--- src/pfc_pkg.sv ---
/*
 * Shared constants for the pin function control block: register
 * indices, field positions, reset values and function codes.
 * Assumes an AXI4-Lite register bus with 32-bit data words.
 */
package pfc_pkg;

  // Bus widths
  localparam int ADDR_W = 18;
  localparam int IDX_W = 16;

  // Register indices; byte address is four times the index
  localparam logic [IDX_W-1:0] IDX_CONTROL = 16'h403A;
  localparam logic [IDX_W-1:0] IDX_STATUS = 16'h4100;
  localparam logic [IDX_W-1:0] IDX_MASK = 16'h4101;
  localparam logic [IDX_W-1:0] IDX_LEVEL = 16'h4102;

  // Control register fields
  localparam int DIR_BIT = 15;
  localparam int PULL_HI = 14;
  localparam int PULL_LO = 13;
  localparam int INT_MODE_BIT = 12;
  localparam int DOMAIN_BIT = 11;
  localparam int POL_BIT = 10;
  localparam int OD_BIT = 9;
  localparam int ENA_BIT = 7;
  localparam int FN_HI = 3;
  localparam int FN_LO = 0;

  // Control reset value and writable bits
  localparam logic [15:0] CONTROL_RESET = 16'hA400;
  localparam logic [15:0] CONTROL_WMASK = 16'hFE8F;

  // Pull field encodings
  localparam logic [1:0] PULL_NONE = 2'h0;
  localparam logic [1:0] PULL_DOWN = 2'h1;
  localparam logic [1:0] PULL_UP = 2'h2;

  // Level register fields
  localparam int LEVEL_OUT_BIT = 0;
  localparam int LEVEL_IN_BIT = 1;

  // Status and mask fields
  localparam int EVT_EDGE_BIT = 0;

  // Input function codes that use the long filter
  localparam logic [15:0] LONG_DEB_CODES = 16'hC011;

  // Output function codes
  localparam logic [3:0] OFN_LEVEL = 4'h0;
  localparam logic [3:0] OFN_OSC32K = 4'h1;
  localparam logic [3:0] OFN_ON = 4'h2;
  localparam logic [3:0] OFN_SLEEP = 4'h3;
  localparam logic [3:0] OFN_CHANGE = 4'h4;
  localparam logic [3:0] OFN_VOLTAGE_SCALING_SELECT_ONE_DONE = 4'h8;
  localparam logic [3:0] OFN_VOLTAGE_SCALING_SELECT_TWO_DONE = 4'h9;
  localparam logic [3:0] OFN_EXT_EN1 = 4'hA;
  localparam logic [3:0] OFN_EXT_EN2 = 4'hB;
  localparam logic [3:0] OFN_SYS_GOOD = 4'hC;
  localparam logic [3:0] OFN_CONV_GOOD = 4'hD;
  localparam logic [3:0] OFN_CLK2M = 4'hE;
  localparam logic [3:0] OFN_AUX_RST = 4'hF;

  // Filter lengths in clock cycles
  localparam int DEB_SHORT_CYC = 16;
  localparam int DEB_LONG_CYC = 1024;

  // Bus responses
  localparam logic [1:0] RESP_OKAY = 2'h0;
  localparam logic [1:0] RESP_SLVERR = 2'h2;

endpackage

--- src/pfc_pin_control.sv ---
/*
 * Control, filtering and function routing of one general-purpose pin
 * with an AXI4-Lite register slave and a level interrupt.
 * Assumes the pad input is synchronous to aclk and that the pad ring
 * resolves pin_out and pin_oe into the wire level.
 */
// Contract
// - Pull field bits 14:13, 00 none, 01 down, 10 up, 11 reserved; reset 01.
// - Mode bit 12 low: interrupt on rising edge if polarity 1, else falling.
// - Mode bit 12 high: interrupt on both edges; mode resets to 0.
// - Bit 11 selects pin supply: 0 I/O buffer, 1 internal always-on.
// - Polarity bit 10: 0 inverts (active low), 1 non-inverted; reset 1.
// - Bit 9 selects driver: 0 push-pull, 1 open-drain pulling low only.
// - Bit 7 low tri-states pin, high normal operation; resets low.
// - Function bits 3:0 per direction bit 15; input 0 long-filtered, 1 plain.
// - Input codes 2-6 give on/off, sleep/wake, long sleep/wake, sleep, power-on.
// - Input code 7 watchdog reset; codes 8, 9 voltage scaling selects.
// - Input 10-11 hardware enables, 12-13 controls, 14-15 long-filtered controls.
// - Output code 0 register level, code 1 the 32.768kHz oscillator.
// - Output codes 2-4 on, sleep, state change; codes 5-7 reserved.
// - Output 8-9 converter scaling done, 10-11 external power enables.
// - Output code 12 system supply good, 13 converter power good.
// - Output code 14 the 2MHz power clock, 15 auxiliary reset.
`timescale 1ns/1ps

module pfc_pin_control #(
  parameter int DEB_SHORT = pfc_pkg::DEB_SHORT_CYC,
  parameter int DEB_LONG = pfc_pkg::DEB_LONG_CYC
) (
  input wire logic aclk,
  input wire logic aresetn,
  input wire logic [pfc_pkg::ADDR_W-1:0] s_axi_awaddr,
  input wire logic [2:0] s_axi_awprot,
  input wire logic s_axi_awvalid,
  output logic s_axi_awready,
  input wire logic [31:0] s_axi_wdata,
  input wire logic [3:0] s_axi_wstrb,
  input wire logic s_axi_wvalid,
  output logic s_axi_wready,
  output logic [1:0] s_axi_bresp,
  output logic s_axi_bvalid,
  input wire logic s_axi_bready,
  input wire logic [pfc_pkg::ADDR_W-1:0] s_axi_araddr,
  input wire logic [2:0] s_axi_arprot,
  input wire logic s_axi_arvalid,
  output logic s_axi_arready,
  output logic [31:0] s_axi_rdata,
  output logic [1:0] s_axi_rresp,
  output logic s_axi_rvalid,
  input wire logic s_axi_rready,
  input wire logic pin_in,
  output logic pin_out,
  output logic pin_oe,
  output logic pull_up_en,
  output logic pull_down_en,
  output logic io_supply_domain_select,
  input wire logic osc_32k_clk,
  input wire logic on_state,
  input wire logic sleep_state,
  input wire logic power_state_change,
  input wire logic dcdc1_scaling_done,
  input wire logic dcdc2_scaling_done,
  input wire logic ext_power_en1,
  input wire logic ext_power_en2,
  input wire logic system_supply_good,
  input wire logic converter_power_good,
  input wire logic ext_power_clk_2m,
  input wire logic aux_reset,
  output logic power_onoff_req,
  output logic sleep_wake_req,
  output logic sleep_wake_long_req,
  output logic sleep_req,
  output logic power_on_req,
  output logic watchdog_reset_in,
  output logic voltage_scaling_select_one,
  output logic voltage_scaling_select_two,
  output logic hw_enable1,
  output logic hw_enable2,
  output logic hw_control1,
  output logic hw_control2,
  output logic hw_control1_long,
  output logic hw_control2_long,
  output logic irq
);

  logic [15:0] control_r;
  logic [1:0] status_r;
  logic [1:0] mask_r;
  logic level_out_r;
  logic aw_hold_r;
  logic w_hold_r;
  logic [pfc_pkg::IDX_W-1:0] aw_idx_r;
  logic [31:0] wdata_r;
  logic [3:0] wstrb_r;
  logic awready_r;
  logic wready_r;
  logic bvalid_r;
  logic [1:0] bresp_r;
  logic arready_r;
  logic rvalid_r;
  logic [1:0] rresp_r;
  logic [31:0] rdata_r;
  logic [1:0] filt_r;
  logic sel_r;
  logic [15:2] route_r;
  logic pin_out_r;
  logic pin_oe_r;
  logic pull_up_r;
  logic pull_down_r;
  logic domain_r;
  logic irq_r;
  logic logic_in;
  logic commit;
  logic edge_evt;
  logic sel_nxt;
  logic drive_level;
  logic [3:0] fn;
  logic dir_in;
  logic pol;
  logic [15:0] ctl_nxt;

  assign fn = control_r[pfc_pkg::FN_HI:pfc_pkg::FN_LO];
  assign dir_in = control_r[pfc_pkg::DIR_BIT];
  assign pol = control_r[pfc_pkg::POL_BIT];
  // Pad level mapped to the logical level
  assign logic_in = pin_in ^ ~pol;
  assign commit = aw_hold_r & w_hold_r & ~bvalid_r;

  // Write address channel
  always_ff @(posedge aclk) begin
    if (!aresetn) begin
      awready_r <= 1'b0;
      aw_hold_r <= 1'b0;
      aw_idx_r <= '0;
    end else if (s_axi_awvalid && awready_r) begin
      awready_r <= 1'b0;
      aw_hold_r <= 1'b1;
      aw_idx_r <= s_axi_awaddr[pfc_pkg::ADDR_W-1:2];
    end else if (commit) begin
      aw_hold_r <= 1'b0;
    end else if (!aw_hold_r && !bvalid_r) begin
      awready_r <= 1'b1;
    end
  end

  // Write data channel
  always_ff @(posedge aclk) begin
    if (!aresetn) begin
      wready_r <= 1'b0;
      w_hold_r <= 1'b0;
      wdata_r <= '0;
      wstrb_r <= '0;
    end else if (s_axi_wvalid && wready_r) begin
      wready_r <= 1'b0;
      w_hold_r <= 1'b1;
      wdata_r <= s_axi_wdata;
      wstrb_r <= s_axi_wstrb;
    end else if (commit) begin
      w_hold_r <= 1'b0;
    end else if (!w_hold_r && !bvalid_r) begin
      wready_r <= 1'b1;
    end
  end

  // Write response
  always_ff @(posedge aclk) begin
    if (!aresetn) begin
      bvalid_r <= 1'b0;
      bresp_r <= pfc_pkg::RESP_OKAY;
    end else if (commit) begin
      bvalid_r <= 1'b1;
      unique case (aw_idx_r)
        pfc_pkg::IDX_CONTROL, pfc_pkg::IDX_STATUS,
        pfc_pkg::IDX_MASK, pfc_pkg::IDX_LEVEL:
          bresp_r <= pfc_pkg::RESP_OKAY;
        default: bresp_r <= pfc_pkg::RESP_SLVERR;
      endcase
    end else if (s_axi_bready && bvalid_r) begin
      bvalid_r <= 1'b0;
    end
  end

  // Byte-lane merge into the control register
  always_comb begin
    ctl_nxt = control_r;
    if (wstrb_r[0]) begin
      ctl_nxt[7:0] = wdata_r[7:0];
    end
    if (wstrb_r[1]) begin
      ctl_nxt[15:8] = wdata_r[15:8];
    end
    ctl_nxt = ctl_nxt & pfc_pkg::CONTROL_WMASK;
  end

  // Control register; reset gives pull-down, input, polarity high
  always_ff @(posedge aclk) begin
    if (!aresetn) begin
      control_r <= pfc_pkg::CONTROL_RESET;
    end else if (commit && aw_idx_r == pfc_pkg::IDX_CONTROL) begin
      control_r <= ctl_nxt;
    end
  end

  // Mask and output level registers
  always_ff @(posedge aclk) begin
    if (!aresetn) begin
      mask_r <= '0;
      level_out_r <= 1'b0;
    end else if (commit && wstrb_r[0]) begin
      if (aw_idx_r == pfc_pkg::IDX_MASK) begin
        mask_r <= wdata_r[1:0];
      end
      if (aw_idx_r == pfc_pkg::IDX_LEVEL) begin
        level_out_r <= wdata_r[pfc_pkg::LEVEL_OUT_BIT];
      end
    end
  end

  // Sticky status, write one to clear, a new event wins
  always_ff @(posedge aclk) begin
    if (!aresetn) begin
      status_r <= '0;
    end else begin
      for (int i = 0; i < 2; i++) begin
        if (i == pfc_pkg::EVT_EDGE_BIT && edge_evt) begin
          status_r[i] <= 1'b1;
        end else if (commit && wstrb_r[0] &&
                     aw_idx_r == pfc_pkg::IDX_STATUS && wdata_r[i]) begin
          status_r[i] <= 1'b0;
        end
      end
    end
  end

  // Interrupt level from unmasked status
  always_ff @(posedge aclk) begin
    if (!aresetn) begin
      irq_r <= 1'b0;
    end else begin
      irq_r <= |(status_r & mask_r);
    end
  end

  // Read channel
  always_ff @(posedge aclk) begin
    if (!aresetn) begin
      arready_r <= 1'b0;
      rvalid_r <= 1'b0;
      rdata_r <= '0;
      rresp_r <= pfc_pkg::RESP_OKAY;
    end else if (s_axi_arvalid && arready_r) begin
      arready_r <= 1'b0;
      rvalid_r <= 1'b1;
      rdata_r <= '0;
      rresp_r <= pfc_pkg::RESP_OKAY;
      unique case (s_axi_araddr[pfc_pkg::ADDR_W-1:2])
        pfc_pkg::IDX_CONTROL: rdata_r[15:0] <= control_r;
        pfc_pkg::IDX_STATUS: rdata_r[1:0] <= status_r;
        pfc_pkg::IDX_MASK: rdata_r[1:0] <= mask_r;
        pfc_pkg::IDX_LEVEL: begin
          rdata_r[pfc_pkg::LEVEL_OUT_BIT] <= level_out_r;
          rdata_r[pfc_pkg::LEVEL_IN_BIT] <= sel_r;
        end
        default: rresp_r <= pfc_pkg::RESP_SLVERR;
      endcase
    end else if (rvalid_r && s_axi_rready) begin
      rvalid_r <= 1'b0;
    end else if (!rvalid_r) begin
      arready_r <= 1'b1;
    end
  end

  // Normal and long input filters
  generate
    for (genvar g = 0; g < 2; g++) begin : g_filt
      localparam int LEN = (g == 0) ? DEB_SHORT : DEB_LONG;
      logic [31:0] cnt_r;
      always_ff @(posedge aclk) begin
        if (!aresetn) begin
          cnt_r <= '0;
          filt_r[g] <= 1'b0;
        end else if (logic_in == filt_r[g]) begin
          cnt_r <= '0;
        end else if (cnt_r >= 32'(LEN - 1)) begin
          cnt_r <= '0;
          filt_r[g] <= logic_in;
        end else begin
          cnt_r <= cnt_r + 32'h1;
        end
      end
    end
  endgenerate

  // Filter chosen by the input function code
  assign sel_nxt = pfc_pkg::LONG_DEB_CODES[fn] ? filt_r[1] : filt_r[0];

  // Edge per interrupt mode; polarity folds into the logical level
  assign edge_evt = dir_in && (sel_nxt != sel_r) &&
    (control_r[pfc_pkg::INT_MODE_BIT] || sel_nxt);

  always_ff @(posedge aclk) begin
    if (!aresetn) begin
      sel_r <= 1'b0;
    end else begin
      sel_r <= sel_nxt;
    end
  end

  // Input routing, one output per function code 2 to 15
  generate
    for (genvar c = 2; c < 16; c++) begin : g_route
      always_ff @(posedge aclk) begin
        if (!aresetn) begin
          route_r[c] <= 1'b0;
        end else begin
          route_r[c] <= dir_in && fn == 4'(c) && sel_nxt;
        end
      end
    end
  endgenerate

  assign power_onoff_req = route_r[2];
  assign sleep_wake_req = route_r[3];
  assign sleep_wake_long_req = route_r[4];
  assign sleep_req = route_r[5];
  assign power_on_req = route_r[6];
  assign watchdog_reset_in = route_r[7];
  assign voltage_scaling_select_one = route_r[8];
  assign voltage_scaling_select_two = route_r[9];
  assign hw_enable1 = route_r[10];
  assign hw_enable2 = route_r[11];
  assign hw_control1 = route_r[12];
  assign hw_control2 = route_r[13];
  assign hw_control1_long = route_r[14];
  assign hw_control2_long = route_r[15];

  // Output source selection; reserved codes drive inactive
  always_comb begin
    unique case (fn)
      pfc_pkg::OFN_LEVEL: drive_level = level_out_r;
      pfc_pkg::OFN_OSC32K: drive_level = osc_32k_clk;
      pfc_pkg::OFN_ON: drive_level = on_state;
      pfc_pkg::OFN_SLEEP: drive_level = sleep_state;
      pfc_pkg::OFN_CHANGE: drive_level = power_state_change;
      pfc_pkg::OFN_VOLTAGE_SCALING_SELECT_ONE_DONE: drive_level = dcdc1_scaling_done;
      pfc_pkg::OFN_VOLTAGE_SCALING_SELECT_TWO_DONE: drive_level = dcdc2_scaling_done;
      pfc_pkg::OFN_EXT_EN1: drive_level = ext_power_en1;
      pfc_pkg::OFN_EXT_EN2: drive_level = ext_power_en2;
      pfc_pkg::OFN_SYS_GOOD: drive_level = system_supply_good;
      pfc_pkg::OFN_CONV_GOOD: drive_level = converter_power_good;
      pfc_pkg::OFN_CLK2M: drive_level = ext_power_clk_2m;
      pfc_pkg::OFN_AUX_RST: drive_level = aux_reset;
      default: drive_level = 1'b0;
    endcase
  end

  // Pad driver: polarity, tri-state, push-pull or open drain
  always_ff @(posedge aclk) begin
    if (!aresetn) begin
      pin_out_r <= 1'b0;
      pin_oe_r <= 1'b0;
    end else if (dir_in || !control_r[pfc_pkg::ENA_BIT]) begin
      pin_out_r <= 1'b0;
      pin_oe_r <= 1'b0;
    end else if (control_r[pfc_pkg::OD_BIT]) begin
      pin_out_r <= 1'b0;
      pin_oe_r <= ~(drive_level ^ ~pol);
    end else begin
      pin_out_r <= drive_level ^ ~pol;
      pin_oe_r <= 1'b1;
    end
  end

  // Pull resistors and supply domain
  always_ff @(posedge aclk) begin
    if (!aresetn) begin
      pull_up_r <= 1'b0;
      pull_down_r <= 1'b0;
      domain_r <= 1'b0;
    end else begin
      pull_up_r <= control_r[pfc_pkg::PULL_HI:pfc_pkg::PULL_LO] ==
                   pfc_pkg::PULL_UP;
      pull_down_r <= control_r[pfc_pkg::PULL_HI:pfc_pkg::PULL_LO] ==
                     pfc_pkg::PULL_DOWN;
      domain_r <= control_r[pfc_pkg::DOMAIN_BIT];
    end
  end

  assign s_axi_awready = awready_r;
  assign s_axi_wready = wready_r;
  assign s_axi_bvalid = bvalid_r;
  assign s_axi_bresp = bresp_r;
  assign s_axi_arready = arready_r;
  assign s_axi_rvalid = rvalid_r;
  assign s_axi_rdata = rdata_r;
  assign s_axi_rresp = rresp_r;
  assign pin_out = pin_out_r;
  assign pin_oe = pin_oe_r;
  assign pull_up_en = pull_up_r;
  assign pull_down_en = pull_down_r;
  assign io_supply_domain_select = domain_r;
  assign irq = irq_r;

endmodule // pfc_pin_control

--- config.mk ---
export PLATFORM = sky130hd
export DESIGN_NAME = pfc_pin_control
export DESIGN_NICKNAME = d
export VERILOG_FILES = /design/src/pfc_pkg.sv /design/src/pfc_pin_control.sv
export SDC_FILE = /design/constraint.sdc
export NUM_CORES = 1
export LEC_CHECK = 0
export ABC_AREA = 1
export BUFFER_PORTS_ARGS = -buffer_cell sky130_fd_sc_hd__buf_2
export CAP_MARGIN = 20
export CORE_AREA = 2 2 173 90
export DETAILED_ROUTE_END_ITERATION = 7
export DIE_AREA = 0 0 175 92
export PLACE_DENSITY = 0.65
export SLEW_MARGIN = 15
export SYNTH_ARGS = -nofsm -noshare
export SYNTH_HDL_FRONTEND = slang
export SYNTH_SLANG_ARGS = --single-unit
--- constraint.sdc ---
create_clock -name aclk -period 1.4 [get_ports aclk]
set_input_delay 0.14 -clock aclk [delete_from_list [all_inputs] [get_ports aclk]]
set_output_delay 0.14 -clock aclk [all_outputs]
set_load 0.05 [all_outputs]
==> results of run 1 <==
==> state kept, by name, summed over array words and instances, names as in the netlist, 2 cells and up, named ones only <==
register and flops:
wstrb_r 2, filt_r 2, aw_idx_r 16, g_filt.cnt_r 64, control_r 12, mask_r 2, s_axi_rdata 12, wdata_r 12
==> final timing paths <==
check	startpoint	end	slack, ns	cells after the start
min reg2reg	control_r[14]	pull_down_en	0.45	1
min	s_axi_wdata[7]	wdata_r[7]	0.004	3
max reg2reg	aw_idx_r[7]	flop	-0.03	8
max	aw_idx_r[7]	flop	-0.03	8
==> routing by layer <==
layer	global-route usage, %	share of wire (%)	up-vias
met2	23.09	40	147
met3	3.773	6.2	14
met5	0	0	-
met4	4.583	0.91	0
li1	-	-	2574
met1	25.73	53	2270
==> area by class of cell <==
| type | count | share of cell area (%) |
|---|---|---|
| Sequential cell | 155 | 39.03 |
| Multi-Input combinational cell | 501 | 33.44 |
| Timing Repair Buffer | 172 | 13.96 |
| Clock buffer | 17 | 5.303 |
| Tap cell | 204 | 3.182 |
| Inverter | 62 | 2.979 |
| Clock inverter | 15 | 2.106 |
==> what timing repair did <==
action,CTS,global route
setup endpoints to repair,24,50
hold endpoints to repair,13,0
setup buffers,4,10
gates resized for setup,22,70
pin swaps,14,31
hold buffers,13,0
cloned,1,1
==> stage by stage <==
stage	setup WS, ns	instances	area (um^2)	util [%]
floorplan	0.02236	756	5989	-
global placement	-0.02700	1065	6848	46.10
detailed placement	-0.07236	1065	6848	46.10
CTS	-0.02412	1115	7681	51.71
global route	-0.09586	1126	8021	54.00
finish	-0.03122	1126	8021	54.00
==> power groups by stage <==
stage / combinational [mW] / sequential [mW] / clock [mW]
after floorplan: 0.499 / 4.88 / 0
after global placement: 0.822 / 4.77 / 0
after detailed placement: 0.826 / 4.77 / 0
after CTS: 0.868 / 4.68 / 4.61
after global routing: 1.01 / 4.70 / 4.80
final: 0.923 / 4.69 / 4.52
==> worst max-delay path: stages, from the launching register on <==
cell,delay (ns)
dfxtp_2,0.34
nor2_4,0.16
nand2_4,0.09
nor2_8,0.19
nand3_4,0.18
nand2_2,0.12
nand3_2,0.07
nand3_1,0.11
nand2_1,0.06
==> cell families after synthesis <==
kind of cell,count (synthesis),synth area share [%]
AND/OR/NAND/NOR,311,25.44
buffers and inverters,102,8.443
AO/OA/AOI/OAI,103,9.558
flip-flops,155,54.24
XOR/XNOR,11,1.815
other,1,0.06555
adder cells (fa/ha/maj),2,0.4374
==> synthesized netlist by cell type, types with 2 or more instances <==
| cell | instances |
|---|---|
| nor2_2 | 19 |
| nor3_1 | 7 |
| nor2_4 | 3 |
| xor2_1 | 5 |
| clkbuf_1 | 11 |
| xnor2_1 | 5 |
| dfxtp_1 | 155 |
| nand4_1 | 18 |
| inv_1 | 49 |
| nor2_8 | 2 |
| o21ai_0 | 51 |
| inv_2 | 12 |
| nor2_1 | 119 |
| a21oi_1 | 43 |
| nand2_4 | 2 |
| o21ai_1 | 3 |
| o211ai_2 | 3 |
| buf_4 | 23 |
| nand2_1 | 90 |
| buf_2 | 5 |
| nor4_1 | 4 |
| ha_1 | 2 |
| nand3_1 | 36 |
| nand2_2 | 6 |
==> flow_summary.json, run 1 <==
{
  "crit_path_max_fanout": 7,
  "first_pass_iters": 4,
  "power.switching_mw": 2.833,
  "p_int_mw": 7.299,
  "post-dp-hpwl_mm": 9.358,
  "timing.fmax_mhz": 698.7,
  "vdd_ir_drop_max_mv": 0.8516,
  "antennaDiodeCount": 0,
  "clock_skew_ns": 0.01114,
  "layout-drive-gt1-share_pct": 33.30,
  "htreeDepth": 4,
  "multi_input_area_um2": 2683,
  "total_power_mw": 10.13,
  "arrival_ns": 1.74,
  "numCtsBuffers": 17,
  "yosys_most_used_dff": "dfxtp_1",
  "overflow": 0,
  "root_buffer": "clkbuf_16",
  "regArea_um2": 3131,
  "area_delta_synth_final_pct": 40.22,
  "via_count": 5005,
  "drt-initial-drc-count": 324,
  "mappedNetlistArea_um2": 5720,
  "finalCritPeriodShare_pct": 102.2,
  "critPathCaptureType": "flop",
  "cts_tree": "yes",
  "cts.sinks": 155,
  "synth_top_area_share_pct": 54.24,
  "synthTopCellsByArea": "dfxtp_1 54%, nor2_1 7.8%, nand2_1 5.9%",
  "synth-seq-area-share_pct": 54.24,
  "rsz0062_at_grt": "true",
  "grt_max_degree": 43,
  "status": "finished with violations",
  "ios": 159,
  "drcViolationCount": 0,
  "power_frac_seq_pct": 46.2,
  "grt_antenna_before_repair": 0,
  "finalHoldViolCount": 0,
  "layout_common_cells": "139 x dfxtp_1, 105 x nor2_1, 104 x buf_2",
  "ant_nets": 0,
  "track_usage_pct": 16.73,
  "fin_nets": 1009,
  "start_util_pct": 38.51,
  "yosysWarnings": 0,
  "place_congestion": 0.8548,
  "critPathKind": "reg2reg",
  "syn_avg_cell_area_um2": 8.351,
  "final_common_cell": "dfxtp_1",
  "ys_ff_latch": 155,
  "critPathRequiredTime_ns": 1.71,
  "slew_viol_final": 0,
  "tns_ns": -0.05774,
  "synth_edf_count": 0,
  "fin_crit_ns": 1.431,
  "violations": "negative setup slack",
  "ys_async_sr_fraction_pct": 0,
  "post_drt_wl_per_cell_um": 12.21,
  "clockBufferDepth": 2,
  "maxCapViolations": 0,
  "whs_ns": 0.003938,
  "ys_types": 36,
  "grt_pass1_wl_mm": 21.16,
  "p_leak_nw": 3.598,
  "fp.coreArea_um2": 14850,
  "setup_ws_ns": -0.03122,
  "hp-class": "in2reg",
  "netlist_instances": 685,
  "p_sw_share_pct": 27.96,
  "fillers": 1358,
  "port_buffers": 104,
  "setup_viol": 2,
  "fp.dieW_um": 175,
  "power.density_nw_per_um2": 1263,
  "pwr-share-comb_pct": 9.1,
  "clkTransAtPathRegs_ns": 0.07,
  "yosys.area.top_type": "dfxtp_1",
  "clk_latency_ns": 0.42,
  "grt_pass1_vias": 4367,
  "pwr-share-clk_pct": 44.6,
  "rows": 32,
  "die_area_um2": 16100,
  "startpoint_type": "flop",
  "vias_per_cell": 4.445,
  "die_h_um": 92,
  "drt_wl_total_mm": 13.75
}
No activity file was read; power rests on OpenSTA's default activity.
==> run 2: changes to the inputs <==
Settings changed: SETUP_SLACK_MARGIN set to 0.5.
==> run 2 against run 1 <==
  * The run still ends with negative setup slack left
  * Power grew 5.8%
  * Setup slack gained 0.025 ns
  * Combinational power grew 47%
  * Fmax grew 1.8%
  * Register-to-register slack gained 0.03 ns
  * Clock power grew 2%
==> flow_summary.json, run 2 (same netlist as run 1, synthesis figures left out) <==
{
  "finalCritPeriodShare_pct": 100.4,
  "drt-initial-drc-count": 372,
  "htreeDepth": 4,
  "hp-class": "in2reg",
  "grt_pass1_vias": 4717,
  "die_h_um": 92,
  "fin_crit_ns": 1.406,
  "fillers": 1148,
  "first_pass_iters": 5,
  "setup_viol": 1,
  "arrival_ns": 1.75,
  "numCtsBuffers": 17,
  "place_congestion": 0.8994,
  "critPathKind": "reg2reg",
  "post-dp-hpwl_mm": 9.598,
  "grt_max_degree": 30,
  "clkTransAtPathRegs_ns": 0.06,
  "layout_common_cells": "93 x dfxtp_1, 92 x nor2_1, 72 x conb_1",
  "crit_path_max_fanout": 5,
  "multi_input_area_um2": 3268,
  "largest_register_ffs": 64,
  "tns_ns": -0.006115,
  "critPathRequiredTime_ns": 1.74,
  "fin_cells": 1159,
  "rsz0062_at_grt": "true",
  "finalHoldViolCount": 0,
  "cts.sinks": 155,
  "ios": 159,
  "largestRegisters": "g_filt.cnt_r: 64 flops, aw_idx_r: 16 flops",
  "relSlewSlack_pct": 65.09,
  "antennaDiodeCount": 0,
  "place_inst": 1054,
  "ant_nets": 0,
  "clock_skew_ns": 0.009514,
  "clk_latency_ns": 0.42,
  "vdd_ir_drop_max_mv": 0.7497,
  "die_area_um2": 16100,
  "rows": 32,
  "power.density_nw_per_um2": 1123,
  "vias_per_cell": 4.616,
  "start_util_pct": 38.51,
  "overflow": 0,
  "drt_wl_total_mm": 16.61,
  "grt_antenna_before_repair": 0,
  "layout-drive-gt1-share_pct": 48.90,
  "p_leak_nw": 4.022,
  "violations": "negative setup slack",
  "critPathCaptureType": "flop",
  "slew_viol_final": 0,
  "port_buffers": 104,
  "regArea_um2": 3206,
  "cts_tree": "yes",
  "worst_pin_slew_ns": 0.5237,
  "track_usage_pct": 19.51,
  "root_buffer": "clkbuf_16",
  "fp.dieW_um": 175,
  "via_count": 5350,
  "fin_nets": 1042,
  "clockBufferDepth": 2,
  "final_common_cell": "dfxtp_1",
  "setup_ws_ns": -0.006115,
  "fp.coreArea_um2": 14850,
  "grt_pass1_wl_mm": 24.31,
  "post_drt_wl_per_cell_um": 14.33,
  "maxCapViolations": 0,
  "drcViolationCount": 0,
  "area_delta_synth_final_pct": 66.80,
  "startpoint_type": "flop",
  "timing.fmax_mhz": 711.2,
  "top_register": "g_filt.cnt_r",
  "status": "finished with violations"
}
## run 2: worst paths after layout
check                        to  cells after the start  slack (ns)                start
max reg2reg  g_filt[1].cnt_r[0]                      7      -0.006  g_filt[1].cnt_r[19]
min reg2reg        pull_down_en                      1        0.44        control_r[14]
min                  wdata_r[1]                      3       0.004       s_axi_wdata[1]
max          g_filt[1].cnt_r[0]                      7      -0.006  g_filt[1].cnt_r[19]
## run 2: stage by stage
step / area (um^2) / total power [mW] / hold WS (ns) / utilization (%) / setup slack (ns)
2_1_floorplan: 6301 / 5.455 / 0.2855 / - / 0.09586
3_3_place_gp: 7010 / 5.657 / 0.3783 / 47.20 / -0.01029
6_report: 9542 / 10.72 / 0.004235 / 64.24 / -0.006115
4_1_cts: 8817 / 10.55 / 0.0002696 / 59.36 / 0.02804
3_5_place_dp: 7010 / 5.670 / 0.3853 / 47.20 / -0.01511
5_1_grt: 9542 / 11.10 / 0.01434 / 64.24 / -0.07458
## run 2: critical path, cell delays in order, from the launching register on
cell and delay (ns):
dfxtp_1 0.30, nor2_1 0.11, nand4_1 0.16, nor3_2 0.21, buf_4 0.14, and2_4 0.21, nand2_8 0.09, nor2_2 0.11
## run 2: routing by layer
metal	part of all wire, %	GRT usage, %	up-vias
li1	-	-	2662
met1	49	29.26	2485
met2	42	27.44	182
met3	8.4	4.892	21
met4	1.2	5.347	0
met5	0	0	-
## run 2: final cells by class
class | instances | share of cell area [%]
flip-flops and latches | 155 | 33.60
clock buffers | 23 | 5.127
repair inverters | 4 | 0.5901
inverters | 62 | 2.977
well taps | 204 | 2.675
clock inverters | 9 | 1.141
repair buffers | 200 | 19.64
multi-input cells | 502 | 34.25
## run 2: repair_timing
action / 4_1_cts / 5_1_grt
cloned: 6 / 5
gates resized for setup: 226 / 123
setup endpoints to repair: 130 / 133
hold buffers: 19 / 1
hold endpoints to repair: 19 / 1
pin swaps: 31 / 21
buffers inserted: 24 / 18
## run 2: report_power, final
| group | total [mW] | leakage [nW] | internal [mW] | switching [mW] |
|---|---|---|---|---|
| registers | 4.73 | 1.31 | 4.60 | 0.128 |
| clock network | 4.63 | 0.290 | 2.83 | 1.80 |
| logic | 1.36 | 2.43 | 0.537 | 0.822 |
| total | 10.7 | 4.02 | 7.97 | 2.75 |
